$ cat src/logic/ehs_pkg.sv
// package: register map, field positions, reset values and states of the trigger handshake
// Notes on behaviour
// - handshake on: repeat programmed cycle count before scanner advances
// - trigger-out pulse length comes from setting
// - handshake on: wait for ack or timeout
// - handshake off: one pulse per point, no wait
// - timeout: next pulse if cycles remain, else advance
// - zero timeout means wait for ack forever
// - ack edge polarity chosen by one bit
// - first test command fires one pulse, waits only if handshake on
// - handshake on: second test command acts as the ack
// - command after timeout starts a fresh cycle
// - waiting flag high exactly while awaiting ack
// - outside test mode, pulse only after tip reached target point
package ehs_pkg;

  // ==========================================================
  // register byte offsets
  localparam logic [7:0] EHS_OFS_CTRL = 8'h00; // enables and edge select
  localparam logic [7:0] EHS_OFS_COUNT = 8'h04; // cycles per point
  localparam logic [7:0] EHS_OFS_PULSE = 8'h08; // pulse length in clocks
  localparam logic [7:0] EHS_OFS_TIMEOUT = 8'h0c; // ack timeout in clocks
  localparam logic [7:0] EHS_OFS_CMD = 8'h10; // write-only test command
  localparam logic [7:0] EHS_OFS_STATUS = 8'h14; // waiting and busy flags
  localparam logic [7:0] EHS_OFS_CYCLES = 8'h18; // cycles left at this point

  // ==========================================================
  // field positions
  localparam int EHS_CTRL_HS_EN = 0; // wait for ack after each pulse
  localparam int EHS_CTRL_RISING = 1; // 1 rising, 0 falling ack edge
  localparam int EHS_CTRL_TEST = 2; // manual test mode
  localparam int EHS_CMD_GO = 0; // test command bit
  localparam int EHS_ST_WAIT = 0; // waiting for ack
  localparam int EHS_ST_BUSY = 1; // sequence active

  // ==========================================================
  // values after reset
  localparam logic [2:0] EHS_CTRL_RST = 3'h0; // handshake off, falling edge
  localparam logic [31:0] EHS_COUNT_RST = 32'h0000_0001; // one cycle
  localparam logic [31:0] EHS_PULSE_RST = 32'h0000_9c40; // 40000 clocks, 1 ms at 40 MHz
  localparam logic [31:0] EHS_TIMEOUT_RST = 32'h0000_0000; // timeout off

  // ==========================================================
  // sequencer states
  typedef enum logic [1:0] {
    EHS_IDLE = 2'b00, // waiting for a point
    EHS_PULSE = 2'b01, // trigger-out high
    EHS_WAIT = 2'b10 // waiting for acknowledge
  } ehs_state_t;

endpackage

$ cat src/logic/ehs_ack_if.sv
// interface: acknowledge detector handshake between sequencer and input stage
interface ehs_ack_if;
  logic edge_rising; // edge polarity select
  logic armed; // detector listens only when high
  logic ack; // one-cycle acknowledge pulse

  modport det (input edge_rising, input armed, output ack);
  modport seq (output edge_rising, output armed, input ack);
endinterface

$ cat src/logic/ehs_ack_det.sv
// module: trigger-in synchroniser and edge-selectable acknowledge detector
module ehs_ack_det
  import ehs_pkg::*;
(
  input wire logic pclk,
  input wire logic presetn,
  input wire logic trig_in,
  ehs_ack_if.det ack_bus
);

  // ==========================================================
  // synchroniser and edge history
  logic sync1_ff; // first stage, read only by sync2_ff
  logic sync2_ff; // stable level
  logic hist_ff; // previous stable level

  // two-stage synchroniser plus one history stage
  always_ff @(posedge pclk or negedge presetn) begin
    if (!presetn) begin
      sync1_ff <= 1'b1;
      sync2_ff <= 1'b1;
      hist_ff <= 1'b1;
    end else begin
      sync1_ff <= trig_in;
      sync2_ff <= sync1_ff;
      hist_ff <= sync2_ff;
    end
  end

  // ==========================================================
  // edge select and arming
  logic rise; // stable level went high
  logic fall; // stable level went low
  assign rise = sync2_ff & ~hist_ff;
  assign fall = ~sync2_ff & hist_ff;
  // edges outside the wait window are dropped
  assign ack_bus.ack = ack_bus.armed & (ack_bus.edge_rising ? rise : fall);

  // ==========================================================
  // checks
  a_ack_armed: assert property (@(posedge pclk) disable iff (!presetn)
    ack_bus.ack |-> ack_bus.armed && ($past(trig_in, 2) == ack_bus.edge_rising) &&
      ($past(trig_in, 3) != ack_bus.edge_rising))
    else $error("ack seen while not armed or not after two sync stages");
  a_ack_polarity: assert property (@(posedge pclk) disable iff (!presetn)
    ack_bus.ack |-> (sync2_ff == ack_bus.edge_rising) && ($past(sync2_ff) != sync2_ff))
    else $error("ack on wrong edge");

endmodule

$ cat src/logic/ehs_top.sv
// module: per-point trigger handshake sequencer with apb register slave
module ehs_top
  import ehs_pkg::*;
#(
  parameter int CNT_W = 16, // cycle counter width
  parameter int PULSE_W = 24, // pulse length width
  parameter int TO_W = 32 // timeout width
) (
  input wire logic pclk,
  input wire logic presetn,
  input wire logic psel,
  input wire logic penable,
  input wire logic pwrite,
  input wire logic [7:0] paddr,
  input wire logic [31:0] pwdata,
  output logic [31:0] prdata,
  output logic pready,
  output logic pslverr,
  input wire logic point_reached, // tip at target, one-cycle pulse
  input wire logic trig_in, // acknowledge line from the instrument
  output logic trig_out, // trigger pulse to the instrument
  output logic advance, // one-cycle pulse: scanner may move on
  output logic waiting_ack // high while awaiting acknowledge
);

  // ==========================================================
  // apb decode
  logic setup_ph; // first cycle of a transfer
  logic access_ph; // completing cycle of a transfer
  logic addr_hit; // address is mapped
  logic wr_en; // write takes effect this edge
  logic test_cmd; // test command written this edge

  assign setup_ph = psel & ~penable;
  assign access_ph = psel & penable;
  assign pready = 1'b1; // no wait states
  assign wr_en = access_ph & pwrite;

  // mapped address check
  always_comb begin
    if (paddr == EHS_OFS_CTRL) begin
      addr_hit = 1'b1;
    end else if (paddr == EHS_OFS_COUNT || paddr == EHS_OFS_PULSE) begin
      addr_hit = 1'b1;
    end else if (paddr == EHS_OFS_TIMEOUT || paddr == EHS_OFS_CMD) begin
      addr_hit = 1'b1;
    end else if (paddr == EHS_OFS_STATUS || paddr == EHS_OFS_CYCLES) begin
      addr_hit = 1'b1;
    end else begin
      addr_hit = 1'b0;
    end
  end

  assign pslverr = access_ph & ~addr_hit; // unmapped access flagged

  // ==========================================================
  // configuration registers
  logic [2:0] ctrl_ff; // enables and edge select
  logic [CNT_W-1:0] count_ff; // cycles per point
  logic [PULSE_W-1:0] pulse_ff; // pulse length in clocks
  logic [TO_W-1:0] timeout_ff; // timeout in clocks, zero is off

  // software writes
  always_ff @(posedge pclk or negedge presetn) begin
    if (!presetn) begin
      ctrl_ff <= EHS_CTRL_RST;
      count_ff <= EHS_COUNT_RST[CNT_W-1:0];
      pulse_ff <= EHS_PULSE_RST[PULSE_W-1:0];
      timeout_ff <= EHS_TIMEOUT_RST[TO_W-1:0];
    end else if (wr_en) begin
      if (paddr == EHS_OFS_CTRL) begin
        ctrl_ff <= pwdata[2:0];
      end else if (paddr == EHS_OFS_COUNT) begin
        count_ff <= pwdata[CNT_W-1:0];
      end else if (paddr == EHS_OFS_PULSE) begin
        pulse_ff <= pwdata[PULSE_W-1:0];
      end else if (paddr == EHS_OFS_TIMEOUT) begin
        timeout_ff <= pwdata[TO_W-1:0];
      end
    end
  end

  logic hs_en; // wait for ack after each pulse
  logic test_mode; // manual test command drives the sequence
  assign hs_en = ctrl_ff[EHS_CTRL_HS_EN];
  assign test_mode = ctrl_ff[EHS_CTRL_TEST];
  assign test_cmd = wr_en & (paddr == EHS_OFS_CMD) & pwdata[EHS_CMD_GO];

  // ==========================================================
  // acknowledge detector
  ehs_state_t state_ff; // sequencer state
  ehs_ack_if ack_bus(); // detector link

  assign ack_bus.edge_rising = ctrl_ff[EHS_CTRL_RISING];
  assign ack_bus.armed = (state_ff == EHS_WAIT);

  ehs_ack_det u_ack_det (
    .pclk(pclk),
    .presetn(presetn),
    .trig_in(trig_in),
    .ack_bus(ack_bus.det)
  );

  // ==========================================================
  // sequencer
  logic [TO_W-1:0] tmr_ff; // pulse and wait timer
  logic [CNT_W-1:0] cyc_ff; // cycles left at this point
  logic trig_ff; // trigger-out register
  logic adv_ff; // advance pulse register
  logic wait_ff; // waiting flag register
  ehs_state_t nxt_state;
  logic [TO_W-1:0] nxt_tmr;
  logic [CNT_W-1:0] nxt_cyc;
  logic nxt_adv;
  logic [TO_W-1:0] eff_pulse; // pulse length, at least one clock
  logic [CNT_W-1:0] eff_cnt; // cycle count, at least one
  logic start_req; // begin a new point
  logic ack_any; // acknowledge from pin or test command
  logic timed_out; // wait reached the timeout
  logic cyc_done; // one handshake cycle finished

  assign eff_pulse = (pulse_ff == '0) ? TO_W'(1) : TO_W'(pulse_ff);
  assign eff_cnt = (count_ff == '0) ? CNT_W'(1) : count_ff;
  // point arrival starts normal runs, test command starts manual ones
  assign start_req = test_mode ? test_cmd : point_reached;
  assign ack_any = ack_bus.ack | (test_mode & test_cmd);
  assign timed_out = (timeout_ff != '0) && (tmr_ff >= timeout_ff - 1'b1);

  // next-state logic
  always_comb begin
    nxt_state = state_ff;
    nxt_tmr = tmr_ff + 1'b1;
    nxt_cyc = cyc_ff;
    nxt_adv = 1'b0;
    cyc_done = 1'b0;
    case (state_ff)
      EHS_IDLE: begin
        nxt_tmr = '0;
        // a command after a timed-out run lands here and restarts
        if (start_req) begin
          nxt_state = EHS_PULSE;
          nxt_cyc = eff_cnt;
        end
      end
      EHS_PULSE: begin
        if (tmr_ff >= eff_pulse - 1'b1) begin
          nxt_tmr = '0;
          if (hs_en) begin
            nxt_state = EHS_WAIT;
          end else begin
            nxt_state = EHS_IDLE;
            nxt_adv = 1'b1;
          end
        end
      end
      EHS_WAIT: begin
        cyc_done = ack_any | timed_out;
      end
      default: begin
        nxt_state = EHS_IDLE;
      end
    endcase
    // end of a cycle: repeat or release the scanner
    if (cyc_done) begin
      nxt_tmr = '0;
      if (cyc_ff > CNT_W'(1)) begin
        nxt_state = EHS_PULSE;
        nxt_cyc = cyc_ff - 1'b1;
      end else begin
        nxt_state = EHS_IDLE;
        nxt_adv = 1'b1;
      end
    end
  end

  // state and counters
  always_ff @(posedge pclk or negedge presetn) begin
    if (!presetn) begin
      state_ff <= EHS_IDLE;
      tmr_ff <= '0;
      cyc_ff <= '0;
    end else begin
      state_ff <= nxt_state;
      tmr_ff <= nxt_tmr;
      cyc_ff <= nxt_cyc;
    end
  end

  // registered pin outputs
  always_ff @(posedge pclk or negedge presetn) begin
    if (!presetn) begin
      trig_ff <= 1'b0;
      adv_ff <= 1'b0;
      wait_ff <= 1'b0;
    end else begin
      trig_ff <= (nxt_state == EHS_PULSE);
      adv_ff <= nxt_adv;
      wait_ff <= (nxt_state == EHS_WAIT);
    end
  end

  assign trig_out = trig_ff;
  assign advance = adv_ff;
  assign waiting_ack = wait_ff;

  // ==========================================================
  // read data, captured in the setup phase
  logic [31:0] rdata_ff;

  // read mux
  always_ff @(posedge pclk or negedge presetn) begin
    if (!presetn) begin
      rdata_ff <= '0;
    end else if (setup_ph && !pwrite) begin
      if (paddr == EHS_OFS_CTRL) begin
        rdata_ff <= {29'h0, ctrl_ff};
      end else if (paddr == EHS_OFS_COUNT) begin
        rdata_ff <= 32'(count_ff);
      end else if (paddr == EHS_OFS_PULSE) begin
        rdata_ff <= 32'(pulse_ff);
      end else if (paddr == EHS_OFS_TIMEOUT) begin
        rdata_ff <= 32'(timeout_ff);
      end else if (paddr == EHS_OFS_STATUS) begin
        rdata_ff <= {30'h0, (state_ff != EHS_IDLE), wait_ff};
      end else if (paddr == EHS_OFS_CYCLES) begin
        rdata_ff <= 32'(cyc_ff);
      end else begin
        rdata_ff <= '0; // unmapped and command read as zero
      end
    end
  end

  assign prdata = rdata_ff;

  // ==========================================================
  // checks
  logic [TO_W-1:0] hi_len_ff; // helper: length of current trigger pulse

  always_ff @(posedge pclk or negedge presetn) begin
    if (!presetn) begin
      hi_len_ff <= '0;
    end else if (trig_ff) begin
      hi_len_ff <= hi_len_ff + 1'b1;
    end else begin
      hi_len_ff <= '0;
    end
  end

  a_pulse_length: assert property (@(posedge pclk) disable iff (!presetn)
    $fell(trig_ff) |-> $past(hi_len_ff) + 1'b1 == $past(eff_pulse))
    else $error("trigger pulse length differs from setting");
  a_wait_exact: assert property (@(posedge pclk) disable iff (!presetn)
    ($rose(waiting_ack) |-> $fell(trig_out) && $past(hs_en)) and
    ($fell(waiting_ack) |-> $past(ack_any) || $past(timed_out)))
    else $error("waiting flag out of step with wait state");
  a_point_start: assert property (@(posedge pclk) disable iff (!presetn)
    (state_ff == EHS_IDLE && !test_mode && point_reached) |=> trig_out && !waiting_ack)
    else $error("no trigger after point reached");
  a_no_hs_adv: assert property (@(posedge pclk) disable iff (!presetn)
    ($fell(trig_out) && !$past(hs_en)) |-> advance && state_ff == EHS_IDLE)
    else $error("no advance after pulse without handshake");
  a_timeout_end: assert property (@(posedge pclk) disable iff (!presetn)
    (state_ff == EHS_WAIT && timed_out && cyc_ff > CNT_W'(1)) |=> trig_out && !advance)
    else $error("timeout did not restart the pulse");
  a_zero_to_hold: assert property (@(posedge pclk) disable iff (!presetn)
    (state_ff == EHS_WAIT && timeout_ff == '0 && !ack_any) |=> waiting_ack)
    else $error("left wait without ack while timeout off");
  a_last_cycle: assert property (@(posedge pclk) disable iff (!presetn)
    (state_ff == EHS_WAIT && cyc_done && cyc_ff <= CNT_W'(1)) |=> advance ##1 !advance)
    else $error("last cycle did not release scanner");
  a_test_fire: assert property (@(posedge pclk) disable iff (!presetn)
    (state_ff == EHS_IDLE && test_mode && test_cmd) |=> trig_out [*1] ##0 !advance)
    else $error("test command did not fire");
  a_test_ack: assert property (@(posedge pclk) disable iff (!presetn)
    (state_ff == EHS_WAIT && test_mode && test_cmd) |=> !waiting_ack && (advance || trig_out))
    else $error("test command not taken as ack");

endmodule

$ cat config.mk
export PLATFORM = sky130hd
export DESIGN_NAME = ehs_top
export DESIGN_NICKNAME = d
export VERILOG_FILES = /design/src/logic/ehs_pkg.sv /design/src/logic/ehs_ack_if.sv /design/src/logic/ehs_ack_det.sv /design/src/logic/ehs_top.sv
export SDC_FILE = /design/constraint.sdc
export NUM_CORES = 1
export LEC_CHECK = 0
export ABC_AREA = 1
export CAP_MARGIN = 20
export CORE_UTILIZATION = 60
export CTS_CLUSTER_SIZE = 24
export DETAILED_ROUTE_END_ITERATION = 10
export DONT_BUFFER_PORTS = 1
export PLACE_DENSITY = 0.83
export SLEW_MARGIN = 30
export SYNTH_ARGS = -nofsm -noshare
export SYNTH_HDL_FRONTEND = slang
export SYNTH_HIERARCHICAL = 1
export SYNTH_SLANG_ARGS = --single-unit
$ cat constraint.sdc
create_clock -name pclk -period 5.1 [get_ports pclk]
set_clock_uncertainty 0.15 [all_clocks]
set_input_delay 0.51 -clock pclk [delete_from_list [all_inputs] [get_ports pclk]]
set_output_delay 0.51 -clock pclk [all_outputs]
set_load 0.005 [all_outputs]
==> impl_metrics.py, run 1 <==
metrics = {
    "clock_tree": {
        "cts_inserted_buffers": 17,
        "htree_levels": 4,
        "clk_pin_slew_worst_paths_ns": 0.07,
        "cts_tree": "yes",
        "clock_latency_ns": 0.44,
        "cts.sinks": 163,
        "cts_buffer_depth": 2,
        "cts-root-buf": "clkbuf_16",
    },
    "power_and_ir_drop": {
        "ir_worst_vdd_mv": 0.247,
        "powerDensity_nw_per_um2": 346,
        "leakage_uw": 0.00583,
        "clkPwrFrac": 0.343,
        "sequentialPowerShare": 0.362,
        "power.switching_uw": 1530,
        "intPower_uw": 2580,
        "swShare": 0.372,
        "pwr-share-comb": 0.295,
    },
    "route": {
        "drt_first_pass_iters": 6,
        "drcViolationCount": 0,
        "wire_per_inst_microns": 18.1,
        "postRouteAntennaNets": 0,
        "drt-initial-drc-count": 1080,
        "viasPerCell": 6.01,
        "routed_wl_mm": 30.3,
        "vias": 10100,
    },
    "timing": {
        "max_freq_mhz": 213,
        "hold_viol_final": 0,
        "setup_tns_ns": 0,
        "finalCriticalPeriod_ns": 4.69,
        "rsz0062_at_grt": "false",
        "finalSetupViolCount": 0,
        "report.final.slew_viol_count": 0,
        "worst_pin_slew_ns": 0.954,
        "slew_headroom": 0.362,
        "fin_crit_sh": 0.919,
    },
    "placed_design": {
        "dp_hpwl_mm": 21.9,
        "post_dp_cell_area_sq_um": 11200,
        "gp_congestion": 0.914,
        "port_buffers": 0,
        "post-place-cells": 1639,
    },
    "setup_path": {
        "reg2reg_slack_ns": 0.41,
        "crit_buf_inv": 3,
        "crit_arrival_ns": 4.86,
        "cp.depth": 25,
        "slowest_stage": "dfstp_2",
        "critPathMaxStageDelay_ns": 0.57,
        "cpMostUsedCell": "nand2_1",
        "ff2ff_path_depth": 25,
        "critPathKind": "register to register",
        "cp.required_ns": 5.27,
        "cp-end-kind": "register",
        "cp-start-kind": "register",
        "crit_path_max_fanout": 16,
        "cp_top_family": "simple AND/OR/NAND/NOR gates",
    },
    "yosys": {
        "synth_edf_count": 0,
        "synth_cell_types": 45,
        "ys_seq_area_frac": 0.370,
        "avgSynthCellArea_sq_um": 7.65,
        "synthFlopType": "dfrtp_1",
        "synthArstFlopShare": 1.00,
        "ys_seq_elements": 163,
        "synthesis.nets": 1559,
        "syn_inst": 1443,
        "synth_area_sq_um": 11000,
        "yosysWarnings": 6,
    },
    "finish": {
        "fin_area_sq_um": 11900,
        "final_nets": 1550,
        "instances_no_fill": 1676,
        "syn_to_final_growth_pct": 7.60,
        "drive_gt1_frac": 0.0788,
        "antenna_cells": 0,
    },
    "hold_path": {
        "min_path_type": "input pin to register",
        "hold_depth": 2,
    },
    "die": {
        "initial_utilization": 0.613,
        "rows": 49,
        "core_area_sq_um": 18000,
        "die_w_microns": 138,
        "die-area_sq_um": 19000,
        "io_pins": 84,
        "die_h_microns": 138,
    },
    "flow_run": {
        "drv_cap": 0,
    },
    "grt": {
        "gr-total-overflow": 0,
        "grt_max_degree": 164,
        "first_global_vias": 9276,
        "grt_antenna_before_repair": 1,
        "track_usage": 0.330,
        "grt_pass1_wl_mm": 47.1,
    },
    "outcome": {
        "status": "finished, final reports clean",
    },
}
## logic make-up after synthesis
logic type,Yosys count,synth area share
simple gates,711,0.300
fa+ha+maj,69,0.0782
mux,2,0.00181
xor+xnor,83,0.0658
buf+inv,208,0.0786
flops,163,0.370
other cells,1,0.000340
compound gates,206,0.105
## final timing paths
check,from,endpoint
min in group asynchronous,presetn,tmr_ff[30]
worst min register to register,u_ack_det/sync1_ff,u_ack_det/sync2_ff
max in group asynchronous,presetn,timeout_ff[4]
worst max-delay path,pulse_ff[12],tmr_ff[0]
worst max register to register,pulse_ff[12],tmr_ff[0]
worst min-delay path,pwdata[30],timeout_ff[30]
## cells in the mapped netlist, types with 4 or more instances
master / count / share of area
buf_2: 12 / 0.0054
a22o_1: 5 / 0.0040
and2_1: 5 / 0.0028
ha_1: 69 / 0.078
o211ai_1: 8 / 0.0054
xor2_1: 71 / 0.056
clkbuf_1: 22 / 0.0075
nor3_1: 18 / 0.0082
a21oi_1: 49 / 0.022
nand2_1: 367 / 0.12
o22ai_1: 5 / 0.0028
o21ai_0: 114 / 0.052
dfstp_2: 9 / 0.021
nor4_1: 13 / 0.0074
inv_1: 164 / 0.056
xnor2_1: 12 / 0.0095
nand4_1: 31 / 0.018
o21a_1: 4 / 0.0027
nor2_4: 33 / 0.034
o221ai_1: 7 / 0.0056
nand2_2: 6 / 0.0034
dfrtp_1: 154 / 0.35
nor2_1: 136 / 0.046
nor3_2: 5 / 0.0045
o2111ai_1: 12 / 0.0095
nand3_1: 84 / 0.038
## registers in the layout (all words and copies together), names as in the netlist
register,count
timeout_ff,32
pulse_ff,24
u_ack_det/sync1_ff,1
cyc_ff,16
advance,1
tmr_ff,32
count_ff,16
ctrl_ff,3
trig_out,1
state_ff,2
u_ack_det/sync2_ff,1
waiting_ack,1
u_ack_det/hist_ff,1
prdata,32
## repair_timing
item | 4_1_cts | 5_1_grt
hold endpoints to repair | 164 | 0
resized for setup | 0 | 1
buffers inserted | 0 | 1
hold buffers | 3 | 0
setup endpoints to repair | 0 | 32
## per-layer routing
| layer | vias up | wire, microns | global-route usage |
|---|---|---|---|
| li1 | 4704 | - | - |
| met4 | 2 | 1460 | 0.176 |
| met5 | - | 12 | 0 |
| met2 | 599 | 13900 | 0.518 |
| met3 | 121 | 2960 | 0.0854 |
| met1 | 4644 | 12000 | 0.414 |
## through the flow
stage          power (uW)  hold slack (ns)  setup slack [ns]   util
2_1_floorplan        2430           0.0644              1.04      -
3_5_place_dp         2640           0.0711             0.260  0.619
4_1_cts              4080           0.0746             0.216  0.657
5_1_grt              4330           0.0771            0.0149  0.659
6_report             4110           0.0814             0.412  0.659
3_3_place_gp         2590           0.0696             0.489  0.619
## cell usage in the layout (no fill, tap or decap), drive strengths merged
master / netlist / final
xnor2: 12 / 12
o21ai: 115 / 115
clkinv: 2 / 7
bufinv: 0 / 3
dfrtp: 154 / 154
xor2: 71 / 71
conb: 1 / 1
nor2: 172 / 172
nand4: 32 / 32
a21oi: 49 / 49
o22ai: 5 / 5
clkinvlp: 0 / 1
nor4: 14 / 14
dlygate4sd3: 0 / 2
o21a: 4 / 4
buf: 19 / 10
a22o: 5 / 5
and2: 5 / 5
nand3b: 1 / 1
mux2i: 2 / 2
dfstp: 9 / 9
a31oi: 1 / 1
o221ai: 7 / 7
nand3: 85 / 85
o211ai: 8 / 8
nand2: 377 / 378
clkbuf: 22 / 17
inv: 165 / 171
ha: 69 / 69
nor3: 24 / 24
or2: 1 / 1
o2111ai: 12 / 12
## cell type report
| class | instances | area [sq um] |
|---|---|---|
| Clock buffer | 17 | 425 |
| Clock inverter | 15 | 220 |
| Fill cell | 1503 | 6140 |
| Inverter | 167 | 628 |
| Multi-Input combinational cell | 1073 | 6120 |
| Sequential cell | 163 | 4090 |
| Tap cell | 229 | 287 |
| Timing Repair Buffer | 12 | 115 |
## power groups by stage
stage	Sequential, uW	Combinational, uW	Clock [uW]
after global routing	1500	1360	1470
after global placement	1510	1080	0
final	1490	1210	1410
after floorplan	1480	950	0
after CTS	1490	1180	1420
after detailed placement	1510	1130	0
Note: power is estimated with default switching activity, not from simulation.
==> inputs of run 2 (changes only) <==
Settings changed: CORE_ASPECT_RATIO set to 0.8.
==> run 2 against run 1 <==
  * Worst hold slack better by 0.0012 ns
  * Critical path depth up 1
  * Maximum frequency down 2.5%
  * Critical endpoint is now tmr_ff[6]
==> impl_metrics.py, run 2 (same netlist as run 1, synthesis figures left out) <==
metrics = {
    "power_and_ir_drop": {
        "powerDensity_nw_per_um2": 341,
        "ir_worst_vdd_mv": 0.325,
        "total_power_uw": 4060,
        "leakage_uw": 0.00582,
    },
    "clock_tree": {
        "cts-root-buf": "clkbuf_16",
        "cts_inserted_buffers": 17,
        "htree_levels": 4,
        "clk_pin_slew_worst_paths_ns": 0.07,
        "cts_buffer_depth": 2,
        "clock_latency_ns": 0.45,
        "cts.sinks": 163,
        "cts_tree": "yes",
    },
    "setup_path": {
        "cpMostUsedCell": "nand2_1",
        "slowest_stage": "dfstp_2",
        "crit_start": "pulse_ff[15]",
        "cp-start-kind": "register",
        "cp_top_family": "simple AND/OR/NAND/NOR gates",
        "cp.required_ns": 5.28,
        "r2r-start": "pulse_ff[15]",
        "crit_arrival_ns": 4.98,
        "crit_buf_inv": 4,
        "critPathMaxStageDelay_ns": 0.58,
        "cp.depth": 26,
        "ff2ff_path_depth": 26,
        "critPathKind": "register to register",
        "crit_path_max_fanout": 10,
        "cp-end-kind": "register",
    },
    "die": {
        "die-area_sq_um": 19000,
        "initial_utilization": 0.626,
        "die_h_microns": 123,
        "io_pins": 84,
        "rows": 43,
        "die_w_microns": 154,
        "core_area_sq_um": 17600,
    },
    "finish": {
        "final_common_cell": "nand2_1",
        "final_nets": 1551,
        "drive_gt1_frac": 0.0808,
        "fin_util": 0.673,
        "nFillCells": 1431,
        "fin_area_sq_um": 11900,
        "syn_to_final_growth_pct": 7.53,
        "antenna_cells": 0,
        "final_cell_mix": "365 x nand2_1, 164 x inv_1, 154 x dfrtp_1",
    },
    "timing": {
        "max_freq_mhz": 208,
        "worst_pin_slew_ns": 0.826,
        "slew_headroom": 0.449,
        "finalSetupViolCount": 0,
        "report.final.slew_viol_count": 0,
        "fin_crit_sh": 0.943,
        "fin_ws_ns": 0.293,
        "hold_viol_final": 0,
        "hold_ws_ns": 0.0826,
        "finalCriticalPeriod_ns": 4.81,
    },
    "grt": {
        "first_global_vias": 9450,
        "grt_pass1_wl_mm": 50.0,
        "track_usage": 0.344,
        "gr-total-overflow": 0,
        "grtUsageMet2": 0.527,
        "grt_use_met3": 0.0715,
        "grtUsageMet1": 0.480,
        "busiest_layer": "met2",
        "grt_max_degree": 164,
        "grt_antenna_before_repair": 0,
    },
    "placed_design": {
        "post_dp_cell_area_sq_um": 11200,
        "gp_congestion": 0.970,
        "dp_hpwl_mm": 22.8,
        "port_buffers": 0,
        "dp_slack_ns": 0.198,
    },
    "route": {
        "vias": 10300,
        "drcViolationCount": 0,
        "wire_per_inst_microns": 18.8,
        "routed_wl_mm": 31.5,
        "drt_first_pass_iters": 7,
        "drt-initial-drc-count": 1431,
        "viasPerCell": 6.15,
        "postRouteAntennaNets": 0,
    },
    "hold_path": {
        "worstHoldStart": "pwdata[31]",
        "min_path_type": "input pin to register",
        "hold_depth": 2,
    },
    "flow_run": {
        "drv_cap": 0,
    },
    "outcome": {
        "status": "finished, final reports clean",
    },
}
run 2: worst register-to-register path: stages (launching register included):
cell	delay, ns
dfstp_2	0.58
nor2_1	0.06
nand2_1	0.09
nor2_1	0.05
nand3_1	0.07
nand2_1	0.07
inv_1	0.09
ha_1	0.19
inv_1	0.07
nor4_2	0.33
nand2_1	0.12
nor2_1	0.16
nand3_1	0.15
nor2_2	0.25
nand4_1	0.14
buf_4	0.19
ha_1	0.29
nand2_1	0.08
nor2_1	0.19
nand2_1	0.15
nor4_2	0.27
nand2_1	0.15
nand4_1	0.12
nand2_1	0.20
nand2_8	0.23
buf_12	0.19
nor2_4	0.04
run 2: power by group:
part / switching, uW / internal (uW) / leakage, uW
registers: 102 / 1390 / 0.00215
logic: 837 / 420 / 0.00337
clock network: 643 / 663 / 0.000292
run 2: path summary, 6_finish.rpt:
| check | endpoint | slack [ns] |
|---|---|---|
| worst max register to register | tmr_ff[6] | 0.29 |
| min in group asynchronous | timeout_ff[20] | 0.65 |
| max in group asynchronous | timeout_ff[6] | 3.52 |
| worst min-delay path | timeout_ff[31] | 0.08 |
| worst max-delay path | tmr_ff[6] | 0.29 |
| worst min register to register | u_ack_det/sync2_ff | 0.21 |
run 2: per-stage QoR:
step / setup TNS [ns] / std cells
floorplan: 0 / 1443
global placement: 0 / 1636
detailed placement: 0 / 1636
CTS: 0 / 1671
global route: -0.00261 / 1673
finish: 0 / 1673
run 2: cell type report:
type                       instances  area (sq um)  share of cell area
inverter                         167           628              0.0529
tap                              225           282              0.0237
clock inverter                    15           185              0.0156
timing repair buffer              13           148              0.0124
sequential                       163          4090               0.344
multi-input combinational       1073          6120               0.515
clock buffer                      17           425              0.0358
run 2: routing by layer:
| metal | vias to the layer above | routed length (microns) |
|---|---|---|
| met5 | - | 0 |
| met3 | 92 | 3440 |
| met2 | 635 | 13800 |
| met1 | 4853 | 13300 |
| li1 | 4702 | - |
| met4 | 0 | 940 |
run 2: repair_timing:
item	4_1_cts	5_1_grt
setup buffers	0	1
hold buffers	3	0
endpoints found under the hold margin	164	0
resized for setup	0	1
setup endpoints to repair	0	34
==> inputs of run 3 (changes only) <==
Settings changed: ABC_AREA 1 to unset, ABC_CLOCK_PERIOD_IN_PS set to 5100.
==> run 3 against run 2 <==
  * Core utilization rose by 1.2 points
  * First-iteration DRC count fell by 27%
  * Sequential cell count did not move
  * Worst hold slack got worse by 0.043 ns
  * Cell count fell by 26%
  * Worst setup slack got worse by 0.14 ns
  * Non-clock buffer count rose by 23
  * Highest routed layer unchanged
  * Maximum frequency fell by 2.9%
  * Sequential power rose by 5%
  * Via count fell by 20%
  * Register-to-register slack got worse by 0.14 ns
==> impl_metrics.py, run 3 <==
metrics = {
    "grt": {
        "grt_pass1_wl_mm": 42.1,
        "track_usage": 0.326,
        "grt_antenna_before_repair": 0,
        "first_global_vias": 7599,
        "grt_max_degree": 164,
        "gr-total-overflow": 0,
    },
    "finish": {
        "drive_gt1_frac": 0.173,
        "syn_to_final_growth_pct": 10.4,
        "nFillCells": 1141,
        "fin_area_sq_um": 10900,
        "final_cell_mix": "154 x dfrtp_1, 111 x nand2_1, 82 x nor2_1",
        "antenna_cells": 0,
        "final_nets": 1134,
        "final_common_cell": "dfrtp_1",
    },
    "clock_tree": {
        "cts.sinks": 163,
        "cts_setup_buffers": 0,
        "clock_latency_ns": 0.44,
        "cts_inserted_buffers": 17,
        "cts_buffer_depth": 2,
        "cts-root-buf": "clkbuf_16",
        "htree_levels": 4,
        "clk_pin_slew_worst_paths_ns": 0.07,
        "cts_tree": "yes",
    },
    "hold_path": {
        "min_path_type": "input pin to register",
        "hold_depth": 2,
    },
    "yosys": {
        "synth_edf_count": 0,
        "ys_seq_elements": 163,
        "ys_seq_area_frac": 0.413,
        "synthTopCellsByArea": "dfrtp_1 39%, ha_1 8.7%, mux2_2 7.8%",
        "synthFlopType": "dfrtp_1",
        "synthesis.nets": 1121,
        "yosysWarnings": 6,
        "synth_top_cell_area_share": 0.389,
        "synth_cell_types": 67,
        "synth_area_sq_um": 9900,
        "synth_area_leader_cell": "dfrtp_1",
        "syn_inst": 1005,
        "synthArstFlopShare": 1.00,
        "synth_common_cells": "154 x dfrtp_1, 111 x nand2_1, 86 x nor2_1, 69 x ha_1, 69 x mux2_2",
        "avgSynthCellArea_sq_um": 9.85,
        "synthMostInstantiatedCell": "dfrtp_1",
    },
    "die": {
        "rows": 41,
        "die-area_sq_um": 17000,
        "initial_utilization": 0.621,
        "io_pins": 84,
        "core_area_sq_um": 16000,
        "die_h_microns": 117,
        "die_w_microns": 146,
    },
    "power_and_ir_drop": {
        "powerDensity_nw_per_um2": 310,
        "ir_worst_vdd_mv": 0.256,
        "total_power_uw": 3390,
        "leakage_uw": 0.00493,
    },
    "route": {
        "drcViolationCount": 0,
        "postRouteAntennaNets": 0,
        "wire_per_inst_microns": 21.5,
        "routed_wl_mm": 26.8,
        "vias": 8222,
        "drt-initial-drc-count": 1041,
        "viasPerCell": 6.60,
        "drt_first_pass_iters": 5,
    },
    "timing": {
        "setup_tns_ns": 0,
        "hold_viol_final": 0,
        "max_freq_mhz": 202,
        "rsz0062_at_grt": "false",
        "report.final.slew_viol_count": 0,
        "worst_pin_slew_ns": 0.949,
        "slew_headroom": 0.366,
        "finalCriticalPeriod_ns": 4.95,
        "finalSetupViolCount": 0,
        "fin_crit_sh": 0.970,
    },
    "setup_path": {
        "cp-start-kind": "register",
        "critPathKind": "register to register",
        "crit_arrival_ns": 5.12,
        "cp.required_ns": 5.27,
        "crit_path_max_fanout": 14,
        "ff2ff_path_depth": 15,
        "cp-end-kind": "register",
    },
    "placed_design": {
        "dp_hpwl_mm": 19.0,
        "gp_congestion": 1.05,
        "post_dp_cell_area_sq_um": 10300,
        "port_buffers": 0,
    },
    "outcome": {
        "status": "finished, final reports clean",
    },
    "flow_run": {
        "drv_cap": 0,
    },
}
[run 3: cell count changes after synthesis, moves of 33 or more]
cell	delta
nand2_1	-256
inv_1	-146
o21ai_0	-70
mux2_2	+69
nand3_1	-50
nor2_1	-50
xor2_1	-47
xnor2_1	+44
nor2_4	-33
[run 3: logic make-up (layout without fill, tap and decap cells)]
family,Yosys count,count (layout),share of synthesized area
compound gates,176,176,0.124
xor+xnor,80,80,0.0708
fa+ha+maj,69,69,0.0872
buf+inv,60,86,0.0252
flops,163,163,0.413
mux,82,82,0.0934
other cells,1,1,0.000379
simple gates,374,374,0.186
[run 3: path summary, 6_finish.rpt]
check	start	to	slack, ns
min in group asynchronous	presetn	tmr_ff[25]	0.53
max in group asynchronous	presetn	prdata[2]	3.54
min reg2reg	u_ack_det/sync1_ff	u_ack_det/sync2_ff	0.21
max reg2reg	timeout_ff[5]	cyc_ff[3]	0.15
max	timeout_ff[5]	cyc_ff[3]	0.15
min	pwdata[1]	pulse_ff[1]	0.04
[run 3: per-layer routing]
layer	global-route usage	up-vias	wire length, microns
li1	-	3694	-
met1	0.473	4032	12100
met2	0.466	429	11200
met3	0.0884	67	2640
met4	0.125	0	837
met5	0	-	0
[run 3: area by class of cell]
class,count,area (sq um),share of cell area
Multi-Input combinational cell,782,5630,0.515
Sequential cell,163,4090,0.374
Clock buffer,17,425,0.0389
Tap cell,215,269,0.0246
Clock inverter,15,139,0.0127
Inverter,18,67.6,0.00618
Timing Repair Buffer,36,308,0.0282
[run 3: worst max-delay path: stages (launching register included)]
cell      delay (ns)
dfrtp_1         0.47
or4_1           0.46
or4b_2          0.67
nor2_1          0.22
nand3_1         0.18
buf_4           0.20
xor2_1          0.14
ha_1            0.30
and2_0          0.18
a221o_1         0.30
a22oi_1         0.29
a211oi_1        0.12
or3_4           0.39
buf_4           0.21
or2_4           0.29
o221a_1         0.25
[run 3: stage by stage]
step / utilization / setup slack, ns / instances / hold slack [ns]
floorplan: - / 0.390 / 1005 / 0.0644
global placement: 0.644 / 0.160 / 1211 / 0.0747
detailed placement: 0.644 / 0.0133 / 1211 / 0.0751
CTS: 0.684 / 0.0298 / 1246 / 0.0249
global route: 0.685 / 0.0156 / 1246 / 0.0372
finish: 0.685 / 0.152 / 1246 / 0.0401
[run 3: where the power goes]
| group | total [uW] | internal, uW | switching (uW) |
|---|---|---|---|
| registers | 1570 | 1390 | 172 |
| clock network | 1240 | 645 | 595 |
| logic | 583 | 246 | 337 |
| total | 3390 | 2290 | 1100 |
[run 3: repair_timing]
action / in CTS / in global routing
pin swaps: 0 / 1
resized for setup: 2 / 4
hold buffers: 3 / 0
cloned: 0 / 0
endpoints found under the hold margin: 164 / 0
setup endpoints to repair: 3 / 51
